File: config.mk
export PLATFORM = sky130hd
export DESIGN_NAME = css_sync_sep
export DESIGN_NICKNAME = d
export VERILOG_FILES = /design/src/common/css_pkg.sv /design/src/css_sync_sep.sv
export SDC_FILE = /design/constraint.sdc
export NUM_CORES = 1
export LEC_CHECK = 0
export BUFFER_PORTS_ARGS = -buffer_cell sky130_fd_sc_hd__buf_2
export CAP_MARGIN = 20
export CORE_UTILIZATION = 50
export DETAILED_ROUTE_END_ITERATION = 8
export PLACE_DENSITY = 0.7
export SLEW_MARGIN = 20
export SYNTH_ARGS = -nofsm -noshare
export SYNTH_HDL_FRONTEND = slang
export SYNTH_SLANG_ARGS = --single-unit
File: constraint.sdc
create_clock -name mclk -period 2.8 [get_ports mclk]
set_clock_uncertainty 0.05 [all_clocks]
set_input_delay 0.56 -clock mclk [delete_from_list [all_inputs] [get_ports mclk]]
set_output_delay 0.56 -clock mclk [all_outputs]
set_load 0.005 [all_outputs]
File: src/common/css_pkg.sv
// Package for the composite sync separator: constants and carrier types.
package css_pkg;

  // ==========================================================
  // Register map of the control values presented on ports
  // ==========================================================
  localparam logic [7:0] CTRL_REG_ADDR    = 8'h12;
  localparam int         HSYNC_SEL_BIT    = 4;
  localparam int         VSYNC_SEL_BIT    = 2;
  localparam logic [7:0] THRESH_REG_ADDR  = 8'h0f;
  localparam logic [7:0] THRESH_RESET     = 8'h20;

  // ==========================================================
  // Counter and timing
  // ==========================================================
  localparam int         CNT_WIDTH        = 8;
  localparam logic [7:0] CNT_MAX          = 8'hff;
  localparam logic [7:0] CNT_ZERO         = 8'h00;
  localparam int         MCLK_HZ          = 25000000;
  localparam int         TICK_HZ          = 5000000;
  localparam int         TICK_DIV         = MCLK_HZ / TICK_HZ;
  localparam logic [2:0] TICK_LAST        = 3'(TICK_DIV - 1);

  // ==========================================================
  // Types
  // ==========================================================
  typedef enum logic [1:0] {
    CSS_SEEK  = 2'b01,
    CSS_INVSY = 2'b10
  } css_phase_e;

  typedef struct packed {
    logic hsync;
    logic green_channel_sync;
    logic vsync;
  } css_sync_in_s;

  typedef struct packed {
    logic hsync;
    logic vsync;
    logic vsync_found;
  } css_sync_out_s;

endpackage : css_pkg

File: src/css_sync_sep.sv
// Sync multiplexers and composite sync separator.
//
// Behaviour
// Control bit 4 picks hsync or green sync; bit 2 picks vsync or separator.
// Separator is an 8-bit counter advancing on a 5 MHz tick.
// Separator works on sync already normalised to active-high.
// Seeking: count up while sync active, down while inactive, floor zero.
// Vertical sync declared present when count exceeds threshold register.
// On detection clear counter, count while inactive, absent at threshold.
// After absence, clear counter and return to seeking; repeats each frame.
// Software sets threshold between widest hsync and vsync pulse counts.
// Threshold register resets to decimal 32.
// Counter saturates at 255 instead of wrapping.
module css_sync_sep (
  // Clock and reset
  input  wire logic                   mclk,
  input  wire logic                   sys_rst,
  // Control register values
  input  wire logic [7:0]             ctrl_reg,
  input  wire logic                   thresh_we,
  input  wire logic [7:0]             thresh_wdata,
  output      logic [7:0]             thresh_q,
  // Sync pins, composite sync already active-high
  input  wire css_pkg::css_sync_in_s  sync_in,
  input  wire logic                   csync_active,
  // Routed syncs
  output      css_pkg::css_sync_out_s sync_out,
  output      logic [7:0]             sep_count
);

  // ==========================================================
  // Input synchronisers
  // ==========================================================
  logic [2:0] cs_sy_q;
  logic [2:0] hs_sy_q;
  logic [2:0] gs_sy_q;
  logic [2:0] vs_sy_q;
  logic       cs_lvl_q;
  logic       hs_lvl_q;
  logic       gs_lvl_q;
  logic       vs_lvl_q;

  always_ff @(posedge mclk) begin
    if (sys_rst) begin
      cs_sy_q <= 3'h0;
      hs_sy_q <= 3'h0;
      gs_sy_q <= 3'h0;
      vs_sy_q <= 3'h0;
    end else begin
      cs_sy_q <= {cs_sy_q[1:0], csync_active};
      hs_sy_q <= {hs_sy_q[1:0], sync_in.hsync};
      gs_sy_q <= {gs_sy_q[1:0], sync_in.green_channel_sync};
      vs_sy_q <= {vs_sy_q[1:0], sync_in.vsync};
    end
  end

  // A level changes only once stages two and three agree.
  always_ff @(posedge mclk) begin
    if (sys_rst) begin
      cs_lvl_q <= 1'b0;
      hs_lvl_q <= 1'b0;
      gs_lvl_q <= 1'b0;
      vs_lvl_q <= 1'b0;
    end else begin
      if (cs_sy_q[1] == cs_sy_q[2]) cs_lvl_q <= cs_sy_q[2];
      if (hs_sy_q[1] == hs_sy_q[2]) hs_lvl_q <= hs_sy_q[2];
      if (gs_sy_q[1] == gs_sy_q[2]) gs_lvl_q <= gs_sy_q[2];
      if (vs_sy_q[1] == vs_sy_q[2]) vs_lvl_q <= vs_sy_q[2];
    end
  end

  // ==========================================================
  // Threshold register
  // ==========================================================
  always_ff @(posedge mclk) begin
    if (sys_rst) begin
      // threshold reset value
      thresh_q <= css_pkg::THRESH_RESET;
    end else if (thresh_we) begin
      thresh_q <= thresh_wdata;
    end
  end

  // ==========================================================
  // 5 MHz tick divider
  // ==========================================================
  logic [2:0] div_q;
  wire        tick = (div_q == css_pkg::TICK_LAST);

  // tick from divider
  always_ff @(posedge mclk) begin
    if (sys_rst) div_q <= 3'h0;
    else         div_q <= tick ? 3'h0 : div_q + 3'h1;
  end

  // ==========================================================
  // Separator
  // ==========================================================
  css_pkg::css_phase_e phase_q;
  css_pkg::css_phase_e phase_d;
  logic [7:0]          cnt_q;
  logic [7:0]          cnt_d;

  wire at_max   = (cnt_q == css_pkg::CNT_MAX);
  wire at_zero  = (cnt_q == css_pkg::CNT_ZERO);
  wire over_thr = (cnt_q > thresh_q);
  wire at_thr   = (cnt_q >= thresh_q);

  always_comb begin
    phase_d = phase_q;
    cnt_d   = cnt_q;
    if (tick) begin
      unique case (phase_q)
        css_pkg::CSS_SEEK: begin
          if (over_thr) begin
            // presence declared; R6: clear on detection
            phase_d = css_pkg::CSS_INVSY;
            cnt_d   = css_pkg::CNT_ZERO;
          end else if (cs_lvl_q) begin
            // count up, saturating; R3: active-high sync
            cnt_d = at_max ? cnt_q : cnt_q + 8'h01;
          end else begin
            // count down to zero
            cnt_d = at_zero ? cnt_q : cnt_q - 8'h01;
          end
        end
        css_pkg::CSS_INVSY: begin
          if (at_thr) begin
            // absence declared, clear and reseek
            phase_d = css_pkg::CSS_SEEK;
            cnt_d   = css_pkg::CNT_ZERO;
          end else if (!cs_lvl_q) begin
            // count inactive time, saturating
            cnt_d = at_max ? cnt_q : cnt_q + 8'h01;
          end
        end
        default: begin
          phase_d = css_pkg::CSS_SEEK;
          cnt_d   = css_pkg::CNT_ZERO;
        end
      endcase
    end
  end

  always_ff @(posedge mclk) begin
    if (sys_rst) begin
      phase_q <= css_pkg::CSS_SEEK;
      cnt_q   <= css_pkg::CNT_ZERO;
    end else begin
      phase_q <= phase_d;
      cnt_q   <= cnt_d;
    end
  end

  // ==========================================================
  // Output multiplexers
  // ==========================================================
  wire sep_vs = (phase_q == css_pkg::CSS_INVSY);
  wire hs_sel = ctrl_reg[css_pkg::HSYNC_SEL_BIT];
  wire vs_sel = ctrl_reg[css_pkg::VSYNC_SEL_BIT];

  // Registered so the muxed syncs are glitch free at the pins.
  always_ff @(posedge mclk) begin
    if (sys_rst) begin
      sync_out <= '0;
    end else begin
      // sync source selection
      sync_out.hsync       <= hs_sel ? gs_lvl_q : hs_lvl_q;
      sync_out.vsync       <= vs_sel ? sep_vs : vs_lvl_q;
      sync_out.vsync_found <= sep_vs;
    end
  end

  assign sep_count = cnt_q;

  // ==========================================================
  // Checks
  // ==========================================================
  AST_UP_SAT: assert property (@(posedge mclk) disable iff (sys_rst)
    tick && phase_q == css_pkg::CSS_SEEK && !over_thr && cs_lvl_q
    |=> cnt_q == ($past(at_max) ? $past(cnt_q) : $past(cnt_q) + 8'h01))
    else $error("Seek count up wrong.");
  AST_DOWN: assert property (@(posedge mclk) disable iff (sys_rst)
    tick && phase_q == css_pkg::CSS_SEEK && !over_thr && !cs_lvl_q
    |=> cnt_q == ($past(at_zero) ? 8'h00 : $past(cnt_q) - 8'h01))
    else $error("Seek count down wrong.");
  AST_DETECT: assert property (@(posedge mclk) disable iff (sys_rst)
    tick && phase_q == css_pkg::CSS_SEEK && over_thr
    |=> phase_q == css_pkg::CSS_INVSY && cnt_q == 8'h00)
    else $error("Vsync presence missed.");
  AST_ABSENT: assert property (@(posedge mclk) disable iff (sys_rst)
    tick && phase_q == css_pkg::CSS_INVSY && at_thr
    |=> phase_q == css_pkg::CSS_SEEK && cnt_q == 8'h00)
    else $error("Vsync absence missed.");
  AST_HOLD: assert property (@(posedge mclk) disable iff (sys_rst)
    tick && phase_q == css_pkg::CSS_INVSY && !at_thr && cs_lvl_q
    |=> $stable(cnt_q))
    else $error("Count moved during active vsync.");
  AST_TICK: assert property (@(posedge mclk) disable iff (sys_rst)
    !tick |=> $stable(cnt_q))
    else $error("Counter moved without tick.");
  AST_TICK_GAP: assert property (@(posedge mclk) disable iff (sys_rst)
    tick |=> !tick ##1 !tick ##1 !tick ##1 !tick ##1 tick)
    else $error("Tick spacing wrong.");
  AST_HMUX: assert property (@(posedge mclk) disable iff (sys_rst)
    1'b1 |=> sync_out.hsync == ($past(hs_sel) ? $past(gs_lvl_q)
                                               : $past(hs_lvl_q)))
    else $error("Hsync mux wrong.");
  AST_VMUX: assert property (@(posedge mclk) disable iff (sys_rst)
    1'b1 |=> sync_out.vsync == ($past(vs_sel) ? $past(sep_vs)
                                               : $past(vs_lvl_q)))
    else $error("Vsync mux wrong.");
  AST_THR_RST: assert property (@(posedge mclk)
    sys_rst |=> thresh_q == css_pkg::THRESH_RESET)
    else $error("Threshold reset value wrong.");

endmodule : css_sync_sep

# After elaboration in Yosys (flattened, before gate mapping)
# Index checks and enable logic that the tools add are counted.
# word_totals
register_bits,40
latch_bits,0
ramBits,0
mem_bits_ro,0
input_bits,23
output_inout_bits,19
mem_count,0
# op_classes
add_sub_neg,3
multipliers,0
n_div,0
n_lt_le_gt_ge,2
n_eq_ne,12
n_shift,0
mux,12
n_bitwise,0
reduce_logical,4
# op_table
operator,count
two-way mux 8 bit,6
one-hot mux 8 bit (2 select lines),1
adder 8 x 1 -> 8 bit (second input constant),1
equality test 8 bit (second input constant),1
>= comparator 8 bit,1
> comparator 8 bit,1
logical NOT 8 bit,1
subtractor 8 x 1 -> 8 bit (second input constant),1
AND reduction 3 bit,2
equality test 1 bit,4
two-way mux 2 bit,2
inequality test 2 bit (second input constant),2
inequality test 4 bit (second input constant),1
one-hot mux 2 bit (2 select lines),1
adder 3 x 1 -> 3 bit (second input constant),1
equality test 3 bit (second input constant),1
inequality test 3 bit (second input constant),1
equality test 2 x 1 -> 1 bit (second input constant),1
equality test 2 bit (second input constant),1
two-way mux 1 bit,2
OR reduction 2 bit,1

# Longest topological paths before layout
# logic_depth
ltp_word,5
mapped_depth,9

# Worst setup path before layout
# Ideal clock, no wire load.
# synth_timing
path_type,reg-to-reg
start,"register cnt_q[0], in the netlist sep_count[0]"
end,"register cnt_q[2], in the netlist sep_count[2]"
t_arrival_ps,1980
required_time_ps,2620
setup_slack_ps,641
stages_incl_launch_ff,9
n_path_buf,0
path_cell_list,dfxtp_1 > inv_1 > ha_1 > and4_1 > a21boi_0 > a21oi_1 > o22ai_1 > a211oi_1 > o32ai_1
# synth_between
elab_chain_cells,5
elab_cells_between_ends,16
# synth_rtl
element,line,text
"start, declared",css_sync_sep.sv:101,logic [7:0] cnt_q;
"start signal, assigned",css_sync_sep.sv:148,cnt_q <= css_pkg::CNT_ZERO;
"start signal, assigned",css_sync_sep.sv:151,cnt_q <= cnt_d;
"adder 8 x 1 -> 8 bit, or another cell as far along","css_sync_sep.sv:121, css_sync_sep.sv:134",
"two-way mux 8 bit, on equally long branches","css_sync_sep.sv:121, css_sync_sep.sv:134, css_sync_sep.sv:124",
"two-way mux 8 bit, on equally long branches","css_sync_sep.sv:132, css_sync_sep.sv:119",
"two-way mux 8 bit, on equally long branches","css_sync_sep.sv:128, css_sync_sep.sv:115",
one-hot mux 8 bit (2 select lines),css_sync_sep.sv:113,unique case (phase_q)
# Parallel ways exist; a longest one is shown, timed or not. The select of a mux whose other input is x is not followed.
# A chain may end at the register's enable or synchronous reset.

# Final worst setup path
# layout_timing
start,"register cnt_q[1], in the netlist sep_count[1]"
end,"register cnt_q[3], in the netlist sep_count[3]"
# Same word-level chain as after synthesis.

==> metrics.txt <==
Post-CTS Setup Bufs 0; cell area after synthesis 0.002233 mm²; final wirelength approximately 4900 µm; min Tclk post-route 2.394 ns; worst-path fanout max 10; Post-synth EDFFs 0; outcome complete, no violations; die width 68.84 µm; grt total ovfl 0; initial cell density of the core approximately 54%; DR vias just under 2,000; total CTS buffers 5; Max-Cap Viols 0; number of top-level pins 42; fin crit share a little under nine tenths; Clock Sinks 40; Port Buffers 35; post-synthesis instance total 250; clk_lat worst skew 0.29 ns; FMAX 417.8 MHz; Final setup viols 0; area of the die 0.004738 mm²; Avg Vias per Cell 5.726; Die Span Y 68.84 µm; vias in the first global route approximately 1,800; Worst IR Drop VDD approximately 0.35 mV; Post-Layout Cell Count 339; dpl cells 331; setup slack, reg-to-reg 0.41 ns; global-route wire length before repair between 8000 and 9000 µm; RSZ-0062 raised after global routing no; Final Hold Fails 0; Worst setup SP type flip-flop; required time worst endpoint 2.95 ns; RePlAce Congestion 0.8865; clock buffer depth 2; worst hold path type reg2reg; DRT Pass-1 Iters 4; CTS tree built; Core Box Area approximately 0.0041 mm²; HPWL Detailed 3608 µm; post_cts resized 0; pwr dens 432.9 mW/mm²; Final nets 325; Syn-to-layout area delta 15.18%; slew at the pin closest to its max-slew limit between 0.4 and 0.5 ns; clock root cell clkbuf_8; hold_ws 0.3900 ns; syn nets approximately 290; syn avg cell area just under 9 µm²; initial DRC count between 80 and 90; row cnt 23; CTS H-tree lvls 2; total track usage 23.59%; Rel. slew slack between 70% and 80%; setup_tns 0 ns; crit end category flip-flop; Routed WL per cell 14.37 µm; Layout fillers ~380; max-slew violation count 0; initial antenna violation count 0; Worst EP arrival 2.55 ns; Synth Register Bits 40; post-synth cell types between 50 and 60; ys flop type dfxtp_1; maximum number of pins on one net before global-route repair 35; share of cells above drive strength 1 22.49%; # hold bufs at CTS 0; Worst-path clk slew ~0.080 ns; Synth async-reset ratio 0%; Antenna diodes 0; Synth Warn # 0; Crit Path Class reg2reg; Leakage Power 1.151 nW; sequential area share after synthesis 35.85%; post-route ant nets 0; Post-route DRC 0
worst paths after layout:
kind / depth (start not counted) / startpoint / to
worst min register to register: 1 / cs_sy_q[0]$_SDFF_PP0_ / cs_sy_q[1]$_SDFF_PP0_
worst max-delay path: 6 / sep_count[1]$_SDFFE_PP0P_ / sep_count[3]$_SDFFE_PP0P_
worst max register to register: 6 / sep_count[1]$_SDFFE_PP0P_ / sep_count[3]$_SDFFE_PP0P_
worst min-delay path: 1 / cs_sy_q[0]$_SDFF_PP0_ / cs_sy_q[1]$_SDFF_PP0_
logic make-up after synthesis:
logic type      count (synthesis)  share of synthesized area, %
xor+xnor                        1                        0.3922
compound gates                 66                         22.75
flops                          40                         35.85
buf+inv                        33                         6.218
mux                            13                         5.994
fa+ha+maj                      14                         7.843
simple gates                   83                         20.95
through the flow:
stage | area [µm²] | setup WS (ns) | util (%) | total power, mW
after floorplan | 2233 | 0.6406 | - | 0.6839
final | 2572 | 0.4062 | 62.08 | 1.114
after CTS | 2572 | 0.4240 | 62.08 | 1.129
after detailed placement | 2475 | 0.4431 | 59.72 | 0.7188
after global routing | 2572 | 0.2637 | 62.08 | 1.168
after global placement | 2475 | 0.4386 | 59.72 | 0.7155
Yosys cell counts (2+ instances only):
cell,number,area (µm²)
and4_1,5,43.79
nor3_1,7,35.03
nand2_1,16,60.06
dfxtp_1,40,800.8
mux2i_1,10,100.1
clkbuf_1,5,18.77
o31a_1,2,17.52
nor2b_1,17,106.4
a211oi_1,5,37.54
o22ai_1,4,25.02
buf_2,6,30.03
nand4_1,4,25.02
nand3_1,6,30.03
mux2_2,3,33.78
inv_1,19,71.32
nor2_1,16,60.06
nand2b_1,2,12.51
or3_1,2,12.51
and3_1,2,12.51
o32ai_1,2,17.52
o41ai_2,2,32.53
o211ai_1,4,30.03
a32oi_1,2,17.52
a21oi_1,11,55.05
o211a_1,2,20.02
o21ai_0,11,55.05
ha_1,14,175.2
a31oi_1,6,37.54
worst max-delay path: stages, from the launching register on:
cell,delay [ns]
dfxtp_1,0.54
ha_1,0.31
and4_1,0.26
a22oi_2,0.43
o311a_2,0.28
nand3_1,0.15
o32ai_1,0.29
power by group:
group | internal, mW | switching [mW]
Sequential | 0.587 | 0.0104
Combinational | 0.0480 | 0.0598
Clock | 0.199 | 0.209
layout by cell type, fill, tap and decap left out, types with 2 or more instances in the layout:
cell        instances
a32oi_1             2
dfxtp_1            40
nor3_1              7
nand3_1             6
or3_1               2
nor2_1             16
ha_1               14
o21ai_0            11
inv_1              19
buf_2              35
and3_1              2
o32ai_1             2
o22ai_1             4
o31a_1              2
nand2_1            16
and4_1              5
clkinvlp_4          2
mux2i_1            10
a211oi_1            5
nor2b_1            17
o211a_1             2
mux2_2              3
clkbuf_8            6
a21oi_1            11
o211ai_1            4
nand4_1             4
a31oi_1             6
nand2b_1            2
o41ai_2             2
buf_4               9
final cells by class:
cell class	count	area, µm²	area share [%]
multi-input cells	177	1294	50.29
flip-flops and latches	40	800.8	31.13
repair buffers	44	242.7	9.436
clock buffers	6	82.58	3.210
inverters	20	75.07	2.918
well taps	50	62.56	2.432
clock inverters	2	15.01	0.5837
sequential cells by signal (all words and copies together) (netlist names):
| register | flops |
|---|---|
| cs_lvl_q | 1 |
| hs_lvl_q | 1 |
| vs_lvl_q | 1 |
| phase_q | 2 |
| sep_count | 8 |
| hs_sy_q | 3 |
| cs_sy_q | 3 |
| gs_sy_q | 3 |
| sync_out | 3 |
| gs_lvl_q | 1 |
| thresh_q | 8 |
| div_q | 3 |
| vs_sy_q | 3 |
layer usage:
layer  track usage [%]  vias to the layer above  wire, µm
met5                 0                        -         0
met4             11.73                        0       125
met3             5.099                       11       225
met2             35.91                       59      2128
met1             31.36                      888      2391
li1                  -                      983         -
(Power assumes the default switching activity.)
